<file path="config.mk">
export PLATFORM = sky130hd
export DESIGN_NAME = bagr_regs
export DESIGN_NICKNAME = d
export VERILOG_FILES = /design/src/design/bagr_pkg.sv /design/src/design/bagr_regs.sv /design/src/design/bagr_addr_decode.sv /design/src/design/bagr_view_gen.sv
export SDC_FILE = /design/constraint.sdc
export NUM_CORES = 1
export LEC_CHECK = 0
export BUFFER_PORTS_ARGS = -buffer_cell sky130_fd_sc_hd__buf_2
export CAP_MARGIN = 20
export CORE_ASPECT_RATIO = 0.7
export CORE_UTILIZATION = 47
export CTS_BUF_LIST = sky130_fd_sc_hd__clkbuf_8 sky130_fd_sc_hd__clkbuf_16
export DETAILED_ROUTE_END_ITERATION = 16
export GPL_ROUTABILITY_DRIVEN = 0
export GPL_TIMING_DRIVEN = 0
export PLACE_DENSITY = 0.89
export SYNTH_ARGS = -nofsm -noshare
export SYNTH_HDL_FRONTEND = slang
export SYNTH_SLANG_ARGS = --single-unit
</file>
<file path="constraint.sdc">
create_clock -name ref_clk_i -period 1.5 [get_ports ref_clk_i]
set_input_delay 0.15 -clock ref_clk_i [delete_from_list [all_inputs] [get_ports ref_clk_i]]
set_output_delay 0.15 -clock ref_clk_i [all_outputs]
set_load 0.005 [all_outputs]
</file>
<file path="src/design/bagr_pkg.sv">
package bagr_pkg;

  // ----------------------------------------------------------------
  // Bus geometry
  // ----------------------------------------------------------------
  localparam int unsigned       DATA_W    = 16;
  localparam int unsigned       INDEX_W   = 5;
  localparam int unsigned       MODULE_W  = 5;
  localparam int unsigned       ADDR_W    = INDEX_W + MODULE_W;
  localparam int unsigned       BYTE_W    = 8;

  // ----------------------------------------------------------------
  // Locations: index plus module specifier
  // ----------------------------------------------------------------
  localparam logic [4:0]        MODULE_SPEC          = 5'h0e;
  localparam logic [4:0]        IDX_POINTER_CONTROL  = 5'h04;
  localparam logic [4:0]        IDX_GENERAL_WORD     = 5'h05;
  localparam logic [4:0]        IDX_GENERAL_LOW      = 5'h06;
  localparam logic [4:0]        IDX_GENERAL_SWAPPED  = 5'h08;
  localparam logic [4:0]        IDX_GENERAL_HIGH     = 5'h09;
  localparam logic [4:0]        IDX_GENERAL_SIGNEXT  = 5'h0a;

  // ----------------------------------------------------------------
  // Fields and reset values
  // ----------------------------------------------------------------
  localparam int unsigned       WIDTH_SELECT_POS     = 2;
  localparam logic              WIDTH_SELECT_RESET   = 1'b1;
  localparam logic [15:0]       GENERAL_WORD_RESET   = 16'h0000;
  localparam logic [15:0]       READ_IDLE_VALUE      = 16'h0000;
  localparam logic              LANE_LOW             = 1'b0;
  localparam logic              LANE_HIGH            = 1'b1;

  // ----------------------------------------------------------------
  // Decoded location, one-hot
  // ----------------------------------------------------------------
  typedef enum logic [6:0] {
    BAGR_LOC_NONE    = 7'b0000001,
    BAGR_LOC_PTRCTL  = 7'b0000010,
    BAGR_LOC_WORD    = 7'b0000100,
    BAGR_LOC_LOW     = 7'b0001000,
    BAGR_LOC_SWAPPED = 7'b0010000,
    BAGR_LOC_HIGH    = 7'b0100000,
    BAGR_LOC_SIGNEXT = 7'b1000000
  } bagr_loc_type;

  // Replace one byte lane of a word, keeping the other lane
  function automatic logic [15:0] bagr_merge_byte(
    input logic [15:0] word,
    input logic [7:0]  data,
    input logic        lane
  );
    logic [15:0] result;
    result = word;
    if (lane == LANE_HIGH)
    begin
      result[15:8] = data;
    end
    else
    begin
      result[7:0] = data;
    end
    return result;
  endfunction : bagr_merge_byte

endpackage : bagr_pkg

</file>
<file path="src/design/bagr_regs.sv">
// Behaviour
// - Any reset loads the pointer control register with 0x0004, so pointer zero starts in word mode.
// - Pointer control bits 15 to 3 are reserved and always read back as zero.
// - Pointer control bit 2 picks pointer zero access width: 1 is word mode, 0 is byte mode.
// - The general word is a 16-bit value that software reads and writes freely.
// - After reset the general word, swapped view and sign-extended view all read zero.
// - After reset the low-byte and high-byte views both read 0x00.
// - A low-byte write stores its 8 bits into general word bits 7 to 0.
// - A low-byte read returns general word bits 7 to 0.
// - A high-byte write stores its 8 bits into general word bits 15 to 8.
// - A high-byte read returns general word bits 15 to 8.
// - The swapped view is read-only and returns the general word with its bytes exchanged.
// - The sign-extended view is read-only and its upper 8 bits all equal general word bit 7.
// - The sign-extended view's lower 8 bits equal the general word low byte.
// - Every location is an index under module specifier 0x0e; other specifiers are not this block.
`timescale 1ns/1ps

module bagr_regs
  import bagr_pkg::*;
(
  input  wire logic              ref_clk_i,
  input  wire logic              rst_i,
  input  wire logic [ADDR_W-1:0] addr_i,
  input  wire logic [DATA_W-1:0] wr_data_i,
  input  wire logic              wr_i,
  input  wire logic              rd_i,
  output logic      [DATA_W-1:0] rd_data_o,
  output logic                   pointer_zero_width_select_o,
  output logic      [DATA_W-1:0] general_word_o
);

  // ----------------------------------------------------------------
  // State
  // ----------------------------------------------------------------
  typedef struct packed {
    logic [DATA_W-1:0] general_word;
    logic              width_select;
    logic [DATA_W-1:0] rd_data;
  } bagr_state_type;

  localparam bagr_state_type STATE_RESET = '{
    general_word: GENERAL_WORD_RESET,
    width_select: WIDTH_SELECT_RESET,
    rd_data:      READ_IDLE_VALUE
  };

  bagr_state_type state_reg;
  bagr_state_type state_next;
  bagr_loc_type   loc;
  logic [DATA_W-1:0] swapped_view;
  logic [DATA_W-1:0] sign_ext_view;
  logic [DATA_W-1:0] ptrctl_view;

  // ----------------------------------------------------------------
  // Address decode and derived views
  // ----------------------------------------------------------------
  // Strobes never overlap, so one decoder serves both reads and writes
  bagr_addr_decode u_decode (
    .addr_i (addr_i),
    .loc_o  (loc)
  );

  bagr_view_gen u_views (
    .word_i     (state_reg.general_word),
    .swapped_o  (swapped_view),
    .sign_ext_o (sign_ext_view)
  );

  always_comb
  begin
    ptrctl_view                   = '0;
    ptrctl_view[WIDTH_SELECT_POS] = state_reg.width_select;
  end

  // ----------------------------------------------------------------
  // Next state
  // ----------------------------------------------------------------
  always_comb
  begin
    state_next         = state_reg;
    state_next.rd_data = READ_IDLE_VALUE;

    if (wr_i)
    begin
      unique case (loc)
        BAGR_LOC_PTRCTL:
        begin
          // Reserved bits have no storage, so written values vanish
          state_next.width_select = wr_data_i[WIDTH_SELECT_POS];
        end
        BAGR_LOC_WORD:
        begin
          state_next.general_word = wr_data_i;
        end
        BAGR_LOC_LOW:
        begin
          state_next.general_word = bagr_merge_byte(state_reg.general_word,
                                                    wr_data_i[BYTE_W-1:0], LANE_LOW);
        end
        BAGR_LOC_HIGH:
        begin
          state_next.general_word = bagr_merge_byte(state_reg.general_word,
                                                    wr_data_i[BYTE_W-1:0], LANE_HIGH);
        end
        // Read-only views and foreign addresses ignore writes
        BAGR_LOC_SWAPPED,
        BAGR_LOC_SIGNEXT,
        BAGR_LOC_NONE:
        begin
          state_next.general_word = state_reg.general_word;
        end
      endcase
    end

    if (rd_i)
    begin
      unique case (loc)
        BAGR_LOC_PTRCTL:  state_next.rd_data = ptrctl_view;
        BAGR_LOC_WORD:    state_next.rd_data = state_reg.general_word;
        BAGR_LOC_LOW:     state_next.rd_data = {8'h00, state_reg.general_word[7:0]};
        BAGR_LOC_HIGH:    state_next.rd_data = {8'h00, state_reg.general_word[15:8]};
        BAGR_LOC_SWAPPED: state_next.rd_data = swapped_view;
        BAGR_LOC_SIGNEXT: state_next.rd_data = sign_ext_view;
        BAGR_LOC_NONE:    state_next.rd_data = READ_IDLE_VALUE;
      endcase
    end
  end

  // ----------------------------------------------------------------
  // Registers
  // ----------------------------------------------------------------
  always_ff @(posedge ref_clk_i)
  begin
    if (rst_i)
    begin
      state_reg <= STATE_RESET;
    end
    else
    begin
      state_reg <= state_next;
    end
  end

  // ----------------------------------------------------------------
  // Outputs
  // ----------------------------------------------------------------
  assign rd_data_o                   = state_reg.rd_data;
  assign pointer_zero_width_select_o = state_reg.width_select;
  assign general_word_o              = state_reg.general_word;

endmodule : bagr_regs

</file>
<file path="src/design/bagr_addr_decode.sv">
`timescale 1ns/1ps

module bagr_addr_decode
  import bagr_pkg::*;
(
  input  wire logic [ADDR_W-1:0] addr_i,
  output bagr_loc_type           loc_o
);

  logic [4:0] module_spec;
  logic [4:0] index;

  assign module_spec = addr_i[ADDR_W-1:INDEX_W];
  assign index       = addr_i[INDEX_W-1:0];

  // ----------------------------------------------------------------
  // Only module specifier 0x0e belongs to this block
  // ----------------------------------------------------------------
  always_comb
  begin
    loc_o = BAGR_LOC_NONE;
    if (module_spec == MODULE_SPEC)
    begin
      unique case (index)
        IDX_POINTER_CONTROL: loc_o = BAGR_LOC_PTRCTL;
        IDX_GENERAL_WORD:    loc_o = BAGR_LOC_WORD;
        IDX_GENERAL_LOW:     loc_o = BAGR_LOC_LOW;
        IDX_GENERAL_SWAPPED: loc_o = BAGR_LOC_SWAPPED;
        IDX_GENERAL_HIGH:    loc_o = BAGR_LOC_HIGH;
        IDX_GENERAL_SIGNEXT: loc_o = BAGR_LOC_SIGNEXT;
        default:             loc_o = BAGR_LOC_NONE;
      endcase
    end
  end

endmodule : bagr_addr_decode

</file>
<file path="src/design/bagr_view_gen.sv">
`timescale 1ns/1ps

module bagr_view_gen
  import bagr_pkg::*;
(
  input  wire logic [DATA_W-1:0] word_i,
  output logic      [DATA_W-1:0] swapped_o,
  output logic      [DATA_W-1:0] sign_ext_o
);

  // ----------------------------------------------------------------
  // Byte exchange
  // ----------------------------------------------------------------
  assign swapped_o = {word_i[BYTE_W-1:0], word_i[DATA_W-1:BYTE_W]};

  // ----------------------------------------------------------------
  // Sign extension of the low byte
  // ----------------------------------------------------------------
  assign sign_ext_o[BYTE_W-1:0] = word_i[BYTE_W-1:0];

  genvar g;
  generate
    for (g = BYTE_W; g < DATA_W; g++)
    begin : gen_sign
      assign sign_ext_o[g] = word_i[BYTE_W-1];
    end
  endgenerate

endmodule : bagr_view_gen

</file>
## Word level (Yosys, flattened, before mapping)

Cells that the tools add are included.

| word-level totals | value |
|---|---|
| output and inout bits | 33 |
| input bits | 30 |
| register bits | 33 |
| logic and storage cells | 31 |

| operators by class | value |
|---|---|
| reduce and logical (&&, ||, !) cells | 6 |
| equal/unequal tests | 14 |
| mux-type cells | 4 |
| bitwise operators | 3 |

Operators by type and width:

| kind | number |
|---|---|
| $pmux W16 S7 | 1 |
| $pmux W16 S3 | 1 |
| $pmux W7 S6 | 1 |
| $eq A5 B4 Y1 const B | 4 |
| $eq A5 B3 Y1 const B | 3 |
| $eq A7 B1 Y1 const B | 1 |
| $eq A7 B2 Y1 const B | 1 |
| $eq A7 B3 Y1 const B | 1 |
| $eq A7 B4 Y1 const B | 1 |
| $eq A7 B5 Y1 const B | 1 |
| $eq A7 B6 Y1 const B | 1 |
| $eq A7 B7 Y1 const B | 1 |
| $mux W7 | 1 |
| $reduce_and A3 Y1 | 2 |
| $reduce_bool A2 Y1 | 2 |
| $not A1 Y1 | 3 |
| $reduce_and A2 Y1 | 1 |
| $reduce_or A2 Y1 | 1 |

## Depth between registers and ports, before layout

Gate-level depths: netlist (run 1).

| logic depth | value |
|---|---|
| depth after elaboration | 6 |
| depth in mapped cells | 6 |
| mapped depth without buffers | 4 |

## Modules after synthesis

Synthesis (run 1) repeated with hierarchy kept, for this count alone.

| second synthesis, totals | value |
|---|---|
| cell total of the unflattened synthesis | 222 |
| area, all modules | 1938.1 µm² |

By module, submodules not included:

| module | area an instance (µm²) | instances | seq. area each (µm²) | cells each |
|---|---|---|---|---|
| bagr_regs | 1566.5 | 1 | 660.6 | 171 |
| bagr_view_gen | 240.2 | 1 | 0.0 | 32 |
| bagr_addr_decode | 131.4 | 1 | 0.0 | 19 |

## Worst setup path after synthesis (run 1)

No wires, ideal clock.

| timing path | value |
|---|---|
| path kind | input to register |
| from | input port addr_i[4] |
| to | register state_reg, in the netlist general_word_o[0] |
| data required time | 1.372 ns |
| setup slack | 0.111 ns |
| data arrival time | 1.262 ns |
| buffers on the path | 0 |
| library setup time | 0.128 ns |
| stages on the path | 4 |
| cells stage by stage | nand4bb_4 -> nor4_4 -> mux2i_1 -> nor2_1 |

| between the ends | value |
|---|---|
| word-level cells in the longest chain between the ends | 6 |
| elaborated cells between the ends (all ways) | 14 |
| those cells by class | 9 x eq/ne; 2 x mux; 1 x bitwise; 2 x reduce/logical |

Ends and longest elaborated chain:

| what | line | text |
|---|---|---|
| start, declared | bagr_regs.sv:23 | `input wire logic [ADDR_W-1:0] addr_i,` |
| $eq A5 B4 Y1 / $eq A5 B3 Y1 (equally long branches) | bagr_addr_decode.sv:24 | `unique case (index)` |
| $pmux W7 S6 * | bagr_addr_decode.sv:24 |  |
| $mux W7 * | bagr_addr_decode.sv:22 | `if (module_spec == MODULE_SPEC)` |
| $eq A7 B4 Y1 (tied with other cells) | bagr_regs.sv:85 | `unique case (loc)` |
| $reduce_bool A2 Y1 (no source line) / $not A1 Y1 (equally long branches) | -- |  |
| $reduce_and A3 Y1 (no source line) * | -- |  |
| end signal, assigned | bagr_regs.sv:140 | `state_reg <= state_next;` |
| end, declared | bagr_regs.sv:47 | `bagr_state_type state_reg;` |

Every way passes the cells marked *; elsewhere a longest branch is shown, timed or not.
A chain may end at the register's enable or synchronous reset.

## Worst setup path after layout (run 1)

| timing path | value |
|---|---|
| from | input port addr_i[4] |
| to | register state_reg, in the netlist general_word_o[6] |

The elaborated chain is that of the path after synthesis.

==> results of run 1 <==
## synth_stat cells, drive strengths merged
master	instances	area (sq um)
inv	9	33.8
mux2i	9	90.1
nand2b	3	18.8
nor2b	1	6.26
o211ai	1	12.5
o31ai	1	7.51
nand4bb	1	27.5
xnor2	2	17.5
o22ai	1	6.26
buf	5	26.3
nor4	3	46.3
nor2	38	143
nand3	1	5.00
o21ai	10	50.0
a22oi	8	60.1
dfxtp	33	661
or3	1	6.26
or2b	1	7.51
o21bai	1	7.51
a211oi	6	45.0
a32oi	14	123
nand3b	2	15.0
nor3	3	15.0
and4bb	1	12.5
and4b	1	10.0
clkbuf	3	11.3
nor4bb	2	20.0
a311oi	2	17.5
nand2	4	15.0
## final timing paths
path | slack (ns) | startpoint | depth (start not counted) | endpoint
hold / removal | 0.12 | wr_data_i[1] | 3 | general_word_o[1]
hold reg to reg | 0.54 | general_word_o[11] | 2 | general_word_o[11]
setup reg to reg | 0.46 | general_word_o[7] | 4 | rd_data_o[12]
setup / recovery | 0.06 | addr_i[4] | 5 | general_word_o[6]
## registers in the layout, summed over array words and instances (netlist names)
name / flops
general_word_o: 16
rd_data_o: 16
pointer_zero_width_select_o: 1
## area by class of cell
type / instances / area share (%)
Clock buffer: 5 / 3.52
Clock inverter: 3 / 0.576
Timing Repair Buffer: 60 / 15.4
Tap cell: 36 / 2.30
Inverter: 9 / 1.73
Sequential cell: 33 / 33.8
Multi-Input combinational cell: 117 / 40.7
Buffer: 8 / 1.98
## cells by family after synthesis
logic type             share of synthesized area (%)
XOR/XNOR                                        1.16
AND/OR/NAND/NOR                                 22.9
flip-flops                                      43.6
multiplexers                                    5.94
AO/OA/AOI/OAI                                   21.7
buffers and inverters                           4.70
## critical path, stage by stage
cell	delay [ns]
buf_2	0.10
nand4bb_4	0.30
nor4_4	0.68
mux2i_1	0.30
nor2_1	0.06
## metrics by stage
stage | TNS, ns | util [%] | instances
3_5_place_dp | -3.56 | 63.7 | 263
2_1_floorplan | 0 | - | 167
3_3_place_gp | -3.00 | 63.7 | 263
4_1_cts | 0 | 66.4 | 271
5_1_grt | -0.0227 | 66.9 | 271
6_report | 0 | 66.9 | 271
## placed cells by master, fill, tap and decap left out, drive strengths merged
master,n
buf,65
nor2,38
dfxtp,33
a32oi,14
inv,12
o21ai,10
mux2i,9
a22oi,8
clkbuf,8
a211oi,6
nand2,4
nand2b,3
nor3,3
nor4,3
xnor2,2
nor4bb,2
nand3b,2
a311oi,2
and4b,1
or3,1
nor2b,1
nand4bb,1
or2b,1
and4bb,1
o21bai,1
o211ai,1
nand3,1
o22ai,1
o31ai,1
## layer usage
layer  up-vias  GRT usage (%)  wire length (um)
li1        754              -                 -
met5         -              0                 0
met3         6           5.52               243
met1       663           31.7              1900
met4         0           9.00                48
met2        57           32.1              1550
## power groups by stage
stage	Combinational (mW)	Clock, mW	Sequential [mW]
final	0.139	0.593	0.877
after global routing	0.150	0.642	0.877
after CTS	0.134	0.598	0.877
after detailed placement	0.133	0	0.897
after global placement	0.131	0	0.897
after floorplan	0.0706	0	0.897
==> results.cfg, run 1 <==
[timing]
holdWs_ns = 0.123
worst_pin_slew_ns = 0.691
setup_ws_ns = 0.0587
hold_viol = 0
grt_setup_unrepaired = true
min_period_over_period_pct = 96.1
slew_viol_final = 0
setup-violations-final = 0
fmax_ghz = 0.694
period_needed_ns = 1.44
fin_skew_ns = 0.00377
relSlewSlack_pct = 53.6

[pwr]
powerDensity_mw_per_mm2 = 823
p_seq_share_pct = 54.5
power_mw = 1.61
comb_power_share_pct = 8.6
power_frac_clock_pct = 36.8
power.leakage_nw = 0.797
netSwitchingFraction_pct = 22.9
p_int_mw = 1.24
peakVddDrop_mv = 0.498
power_switching_mw = 0.368

[place]
place_area_sq_mm = 0.00186
dp_hpwl_um = 2960
port_buffers = 60
dp_slack_ns = -0.217

[drt]
avgRoutedWirePerCell_um = 13.8
antenna_left = 0
routed_via_density = 5.46
drc = 0
first_pass_iters = 4
drtIter0Drc = 64
drt-total-wl_um = 3740
vias = 1480

[yosys]
synth.distinct_cells = 33
ys_seq_area_share_pct = 43.6
synth_fp_nets = 197
netlist_area_sq_mm = 0.00152
syn_area_per_cell_sq_um = 9.08
synth-seq-cells = 33
ys_warn_count = 0
synthCells = 167

[critical_path]
endpoint_kind = flip-flop
crit_arrival_ns = 1.60
crit_fanout = 8
path_class = input pin to flip-flop
critical_path_required_ns = 1.66
startpoint_type = input pin

[clock_network]
cts_tree = yes
cts_hold_buf = 0
post-cts-setup-buffer-count = 0
htree_levels = 2
post_cts_resized = 0
clockRootBuffer = clkbuf_8
numCtsBuffers = 5
path_clk_slew_ns = 0.06
clockBufferDepth = 2
clk_latency_ns = 0.28
cts.sink_count = 33

[finish]
multi_input_area_sq_um = 796
areaGrowthSynthToFinish_pct = 28.9
fin_nets = 264
regArea_sq_um = 661
drive_above_1_share_pct = 32.8
fillers = 253
stdcell_area_sq_mm = 0.00195
diodes = 0

[die]
die_w_um = 69.9
core_area_sq_mm = 0.00292
dieArea_sq_mm = 0.00346
ios = 63
rows = 16
start_util_pct = 51.9
die_h_um = 49.5

[global_routing]
grt_pass1_vias = 1278
grt.total_usage_pct = 22.2
grt_pass1_wl_um = 5980
antenna_found_initial = 0
grt-ovfl-total = 0
grt_max_degree = 11

[run_status]
status = finished, final reports clean

[worst_hold_path]
hp-class = input pin to flip-flop

[run]
cap_viol_max_count = 0
Note: power is estimated with default switching activity, not from simulation.
==> run 2: changes to the inputs <==
- CORE_UTILIZATION: 47 -> 42
- PLACE_DENSITY: 0.89 -> 0.84
- clock period: 1.5 -> 1.2 ns (I/O delays scaled with it)
==> run 2 against run 1 <==
  * Routed wire length rose by 13%
  * Core utilization fell by 0.87 points
  * Critical path depth rose by 1
  * Flip-flop and latch count did not move
  * Largest cell class unchanged
  * Highest routed layer unchanged
==> results.cfg, run 2 (synthesis gave the netlist of run 1 again) <==
[critical_path]
startpoint_type = input pin
path_class = input pin to flip-flop
crit_slowest_cell = a211oi_1
r2r_end = rd_data_o[9]
crit_end = general_word_o[14]
slowest_delay_ns = 0.29
r2r_slack_ns = 0.19
crit_arrival_ns = 1.34
r2r-start = general_word_o[7]
reg2regPathDepth = 4
crit_chain = buf_2 -> nor4bb_1 -> clkbuf_4 -> buf_4 -> a32oi_1 -> a211oi_1
critPathLaunch = addr_i[1]
critical_path_required_ns = 1.40
crit_fanout = 8
endpoint_kind = flip-flop

[timing]
period_needed_ns = 1.15
worst_pin_slew_ns = 0.543
hold_viol = 0
relSlewSlack_pct = 63.8
slew_viol_final = 0
fin_skew_ns = 0.00826
setup-violations-final = 0
fmax_ghz = 0.871
min_period_over_period_pct = 95.7

[place]
placed_cells = 274
port_buffers = 60
dp_hpwl_um = 2970

[finish]
fillers = 265
final_common_cell = buf_2
areaGrowthSynthToFinish_pct = 43.5
utilization_pct = 66.0
final_cells = 290
mostFrequentLayoutCells = buf_2, nor2_1, dfxtp_1
diodes = 0
regArea_sq_um = 661
multi_input_area_sq_um = 891
drive_above_1_share_pct = 39.5
fin_nets = 272

[global_routing]
grt_pass1_wl_um = 6200
grt_max_degree = 11
grt-ovfl-total = 0
grt_pass1_vias = 1218
antenna_found_initial = 0
grt.total_usage_pct = 22.3

[die]
die_w_um = 73.8
rows = 17
start_util_pct = 46.0
ios = 63
core_area_sq_mm = 0.00330
die_h_um = 52.3
dieArea_sq_mm = 0.00386

[clock_network]
htree_levels = 2
clockBufferDepth = 2
cts.sink_count = 33
cts_tree = yes
numCtsBuffers = 5
clockRootBuffer = clkbuf_8
path_clk_slew_ns = 0.07
clk_latency_ns = 0.29

[run_status]
status = finished, final reports clean

[drt]
antenna_left = 0
drt-total-wl_um = 4230
vias = 1546
routed_via_density = 5.33
avgRoutedWirePerCell_um = 14.6
first_pass_iters = 4
drtIter0Drc = 61
drc = 0

[pwr]
power.leakage_nw = 0.884
powerDensity_mw_per_mm2 = 1090
peakVddDrop_mv = 0.649

[worst_hold_path]
hp-class = input pin to flip-flop

[run]
cap_viol_max_count = 0
## run 2: timing repair
item | 4_1_cts | 5_1_grt
setup buffers | 3 | 4
endpoints found under the hold margin | 0 | 0
cloned | 0 | 1
pin swaps | 2 | 5
hold buffers | 0 | 0
gates resized for setup | 2 | 10
setup endpoints to repair | 18 | 20
## run 2: critical path: cells and delay by family
family	cells	cell delay [ns]
buffers and inverters	3	0.53
AO/OA/AOI/OAI	2	0.41
AND/OR/NAND/NOR	1	0.27
## run 2: area by class of cell
class                           count  area share, %
Buffer                              8           2.65
Clock buffer                        6           3.80
Clock inverter                      2           1.55
Inverter                            9           1.55
Multi-Input combinational cell    117           40.9
Sequential cell                    33           30.4
Tap cell                           47           2.70
Timing Repair Buffer               68           16.4
## run 2: routing by layer
| layer | part of all wire [%] | GRT usage, % | vias to the layer above |
|---|---|---|---|
| met5 | 0 | 0 | - |
| met4 | 1.1 | 9.94 | 0 |
| met3 | 7.9 | 7.69 | 6 |
| met2 | 42 | 30.7 | 71 |
| met1 | 49 | 30.9 | 701 |
| li1 | - | - | 768 |
## run 2: how the worst min path moves through the flow
stage / slack (ns) / endpoint / cells past startpoint / startpoint
6_report: 0.08 / general_word_o[3] / 3 / wr_data_i[3]
3_3_place_gp: 0.37 / general_word_o[0] / 3 / wr_data_i[0]
2_1_floorplan: 0.27 / general_word_o[0] / 2 / wr_data_i[0]
5_1_grt: 0.09 / general_word_o[0] / 3 / wr_data_i[0]
3_5_place_dp: 0.38 / general_word_o[0] / 3 / wr_data_i[0]
4_1_cts: 0.08 / general_word_o[0] / 3 / wr_data_i[0]
## run 2: where the power goes
part | leakage [nW] | internal, mW | switching (mW)
Combinational | 0.555 | 0.0920 | 0.124
Clock | 0.0626 | 0.668 | 0.402
Sequential | 0.266 | 1.10 | 0.000694
Total | 0.884 | 1.86 | 0.526
## run 2: stage by stage
| step | TNS [ns] | setup slack [ns] | power [mW] | hold slack [ns] | instance area [sq um] |
|---|---|---|---|---|---|
| 3_5_place_dp | -9.85 | -0.395 | 1.31 | 0.378 | 1940 |
| 3_3_place_gp | -8.92 | -0.358 | 1.31 | 0.374 | 1940 |
| 6_report | 0 | 0.0517 | 2.38 | 0.0788 | 2180 |
| 4_1_cts | 0 | 0.000806 | 2.37 | 0.0803 | 2090 |
| 2_1_floorplan | -0.609 | -0.0758 | 1.23 | 0.267 | 1580 |
| 5_1_grt | -0.0212 | -0.0206 | 2.47 | 0.0852 | 2180 |
==> run 3: changes to the inputs <==
- REMOVE_ABC_BUFFERS: unset -> 1
==> run 3 against run 2 <==
  * Worst setup slack got worse by 0.013 ns
  * Via count down 0.45%
  * Core utilization decreased by 1.9 points
  * Design area shrank 2.9%
  * Combinational power is 8% lower
  * Highest routed layer unchanged
  * Routed wire length fell by 2.8%
  * Global-route usage down 0.083 points
==> results.cfg, run 3 (synthesis gave the netlist of run 1 again) <==
[timing]
slew_viol_final = 0
fmax_ghz = 0.861
holdWs_ns = 0.0876
period_needed_ns = 1.16
hold_viol = 0
worst_pin_slew_ns = 0.495
grt_setup_unrepaired = true
fin_skew_ns = 0.00577
relSlewSlack_pct = 66.9
setup-violations-final = 0
min_period_over_period_pct = 96.8

[drt]
antenna_left = 0
avgRoutedWirePerCell_um = 14.6
drt-total-wl_um = 4110
drc = 0
first_pass_iters = 4
drtIter0Drc = 63
vias = 1539
routed_via_density = 5.48

[global_routing]
grt-ovfl-total = 0
antenna_found_initial = 0
grt_pass1_vias = 1325
grt.total_usage_pct = 22.2
grt_pass1_wl_um = 6180
grt_max_degree = 20

[critical_path]
critical_path_required_ns = 1.39
crit_fanout = 13
crit_arrival_ns = 1.36
endpoint_kind = flip-flop
path_class = input pin to flip-flop
startpoint_type = input pin
r2r_slack_ns = 0.16

[die]
ios = 63
rows = 17
core_area_sq_mm = 0.00330
die_h_um = 52.3
start_util_pct = 46.0
dieArea_sq_mm = 0.00386
die_w_um = 73.8

[pwr]
powerDensity_mw_per_mm2 = 994
power.leakage_nw = 0.850
peakVddDrop_mv = 0.633

[place]
port_buffers = 62
placed_cells = 268
dp_hpwl_um = 2900
place_area_sq_mm = 0.00185

[finish]
fillers = 266
utilization_pct = 64.1
stdcell_area_sq_mm = 0.00211
mostFrequentLayoutCells = buf_2, nor2_1, dfxtp_1
final_common_cell = buf_2
areaGrowthSynthToFinish_pct = 39.4
fin_nets = 264
diodes = 0
drive_above_1_share_pct = 38.9
final_cells = 281

[clock_network]
cts_hold_buf = 0
clk_latency_ns = 0.28
numCtsBuffers = 5
cts.sink_count = 33
htree_levels = 2
path_clk_slew_ns = 0.06
clockRootBuffer = clkbuf_8
cts_tree = yes
clockBufferDepth = 2

[worst_hold_path]
hp-class = input pin to flip-flop

[run]
cap_viol_max_count = 0

[run_status]
status = finished, final reports clean
==> run 3: changes by cell type in the layout (fill, tap and decap cells not counted), sizes merged <==
cell | previous run | this run
buf | 73 | 67
bufinv | 1 | 0
clkbuf | 9 | 7
==> run 3: layer usage <==
layer	vias to the layer above	GRT usage, %	part of all wire (%)
li1	758	-	-
met2	69	32.3	42
met5	-	0	0
met1	704	30.6	48
met4	0	10.6	1.5
met3	8	5.58	8.3
==> run 3: report_power, final <==
group	total, mW	switching (mW)	internal [mW]
registers	1.10	0.000686	1.10
logic	0.199	0.117	0.0817
clock network	0.806	0.361	0.445
total	2.10	0.478	1.62
==> run 3: area by class of cell <==
type,instances,area (sq um),area share [%]
flip-flops and latches,33,661,31.3
well taps,47,58.8,2.78
multi-input cells,117,878,41.6
repair buffers,68,395,18.7
clock buffers,6,82.6,3.91
inverters,9,33.8,1.60
clock inverters,1,3.75,0.178
==> run 3: per-stage QoR <==
| stage | setup TNS [ns] | total power [mW] | setup WS, ns |
|---|---|---|---|
| floorplan | -5.91 | 1.19 | -0.366 |
| global placement | -22.03 | 1.28 | -1.26 |
| detailed placement | -20.06 | 1.29 | -0.861 |
| CTS | 0 | 2.10 | 0.00268 |
| global route | -0.0425 | 2.17 | -0.0350 |
| finish | 0 | 2.10 | 0.0386 |
==> run 3: worst max-delay path: stages <==
cell,delay (ns)
buf_2,0.11
nand4bb_4,0.32
nor4_4,0.36
buf_12,0.18
nor2_1,0.05
a311oi_1,0.22
==> run 3: final timing paths <==
path / start / cells after the start / endpoint
max: addr_i[9] / 6 / general_word_o[10]
min: wr_data_i[0] / 3 / general_word_o[0]
max reg2reg: general_word_o[7] / 4 / rd_data_o[14]
min reg2reg: pointer_zero_width_select_o / 2 / pointer_zero_width_select_o
==> run 3: timing repair <==
action	4_1_cts	5_1_grt
endpoints found under the setup margin	32	32
buffers inserted	3	3
resized for setup	9	8
endpoints found under the hold margin	0	0
pin swaps	4	5
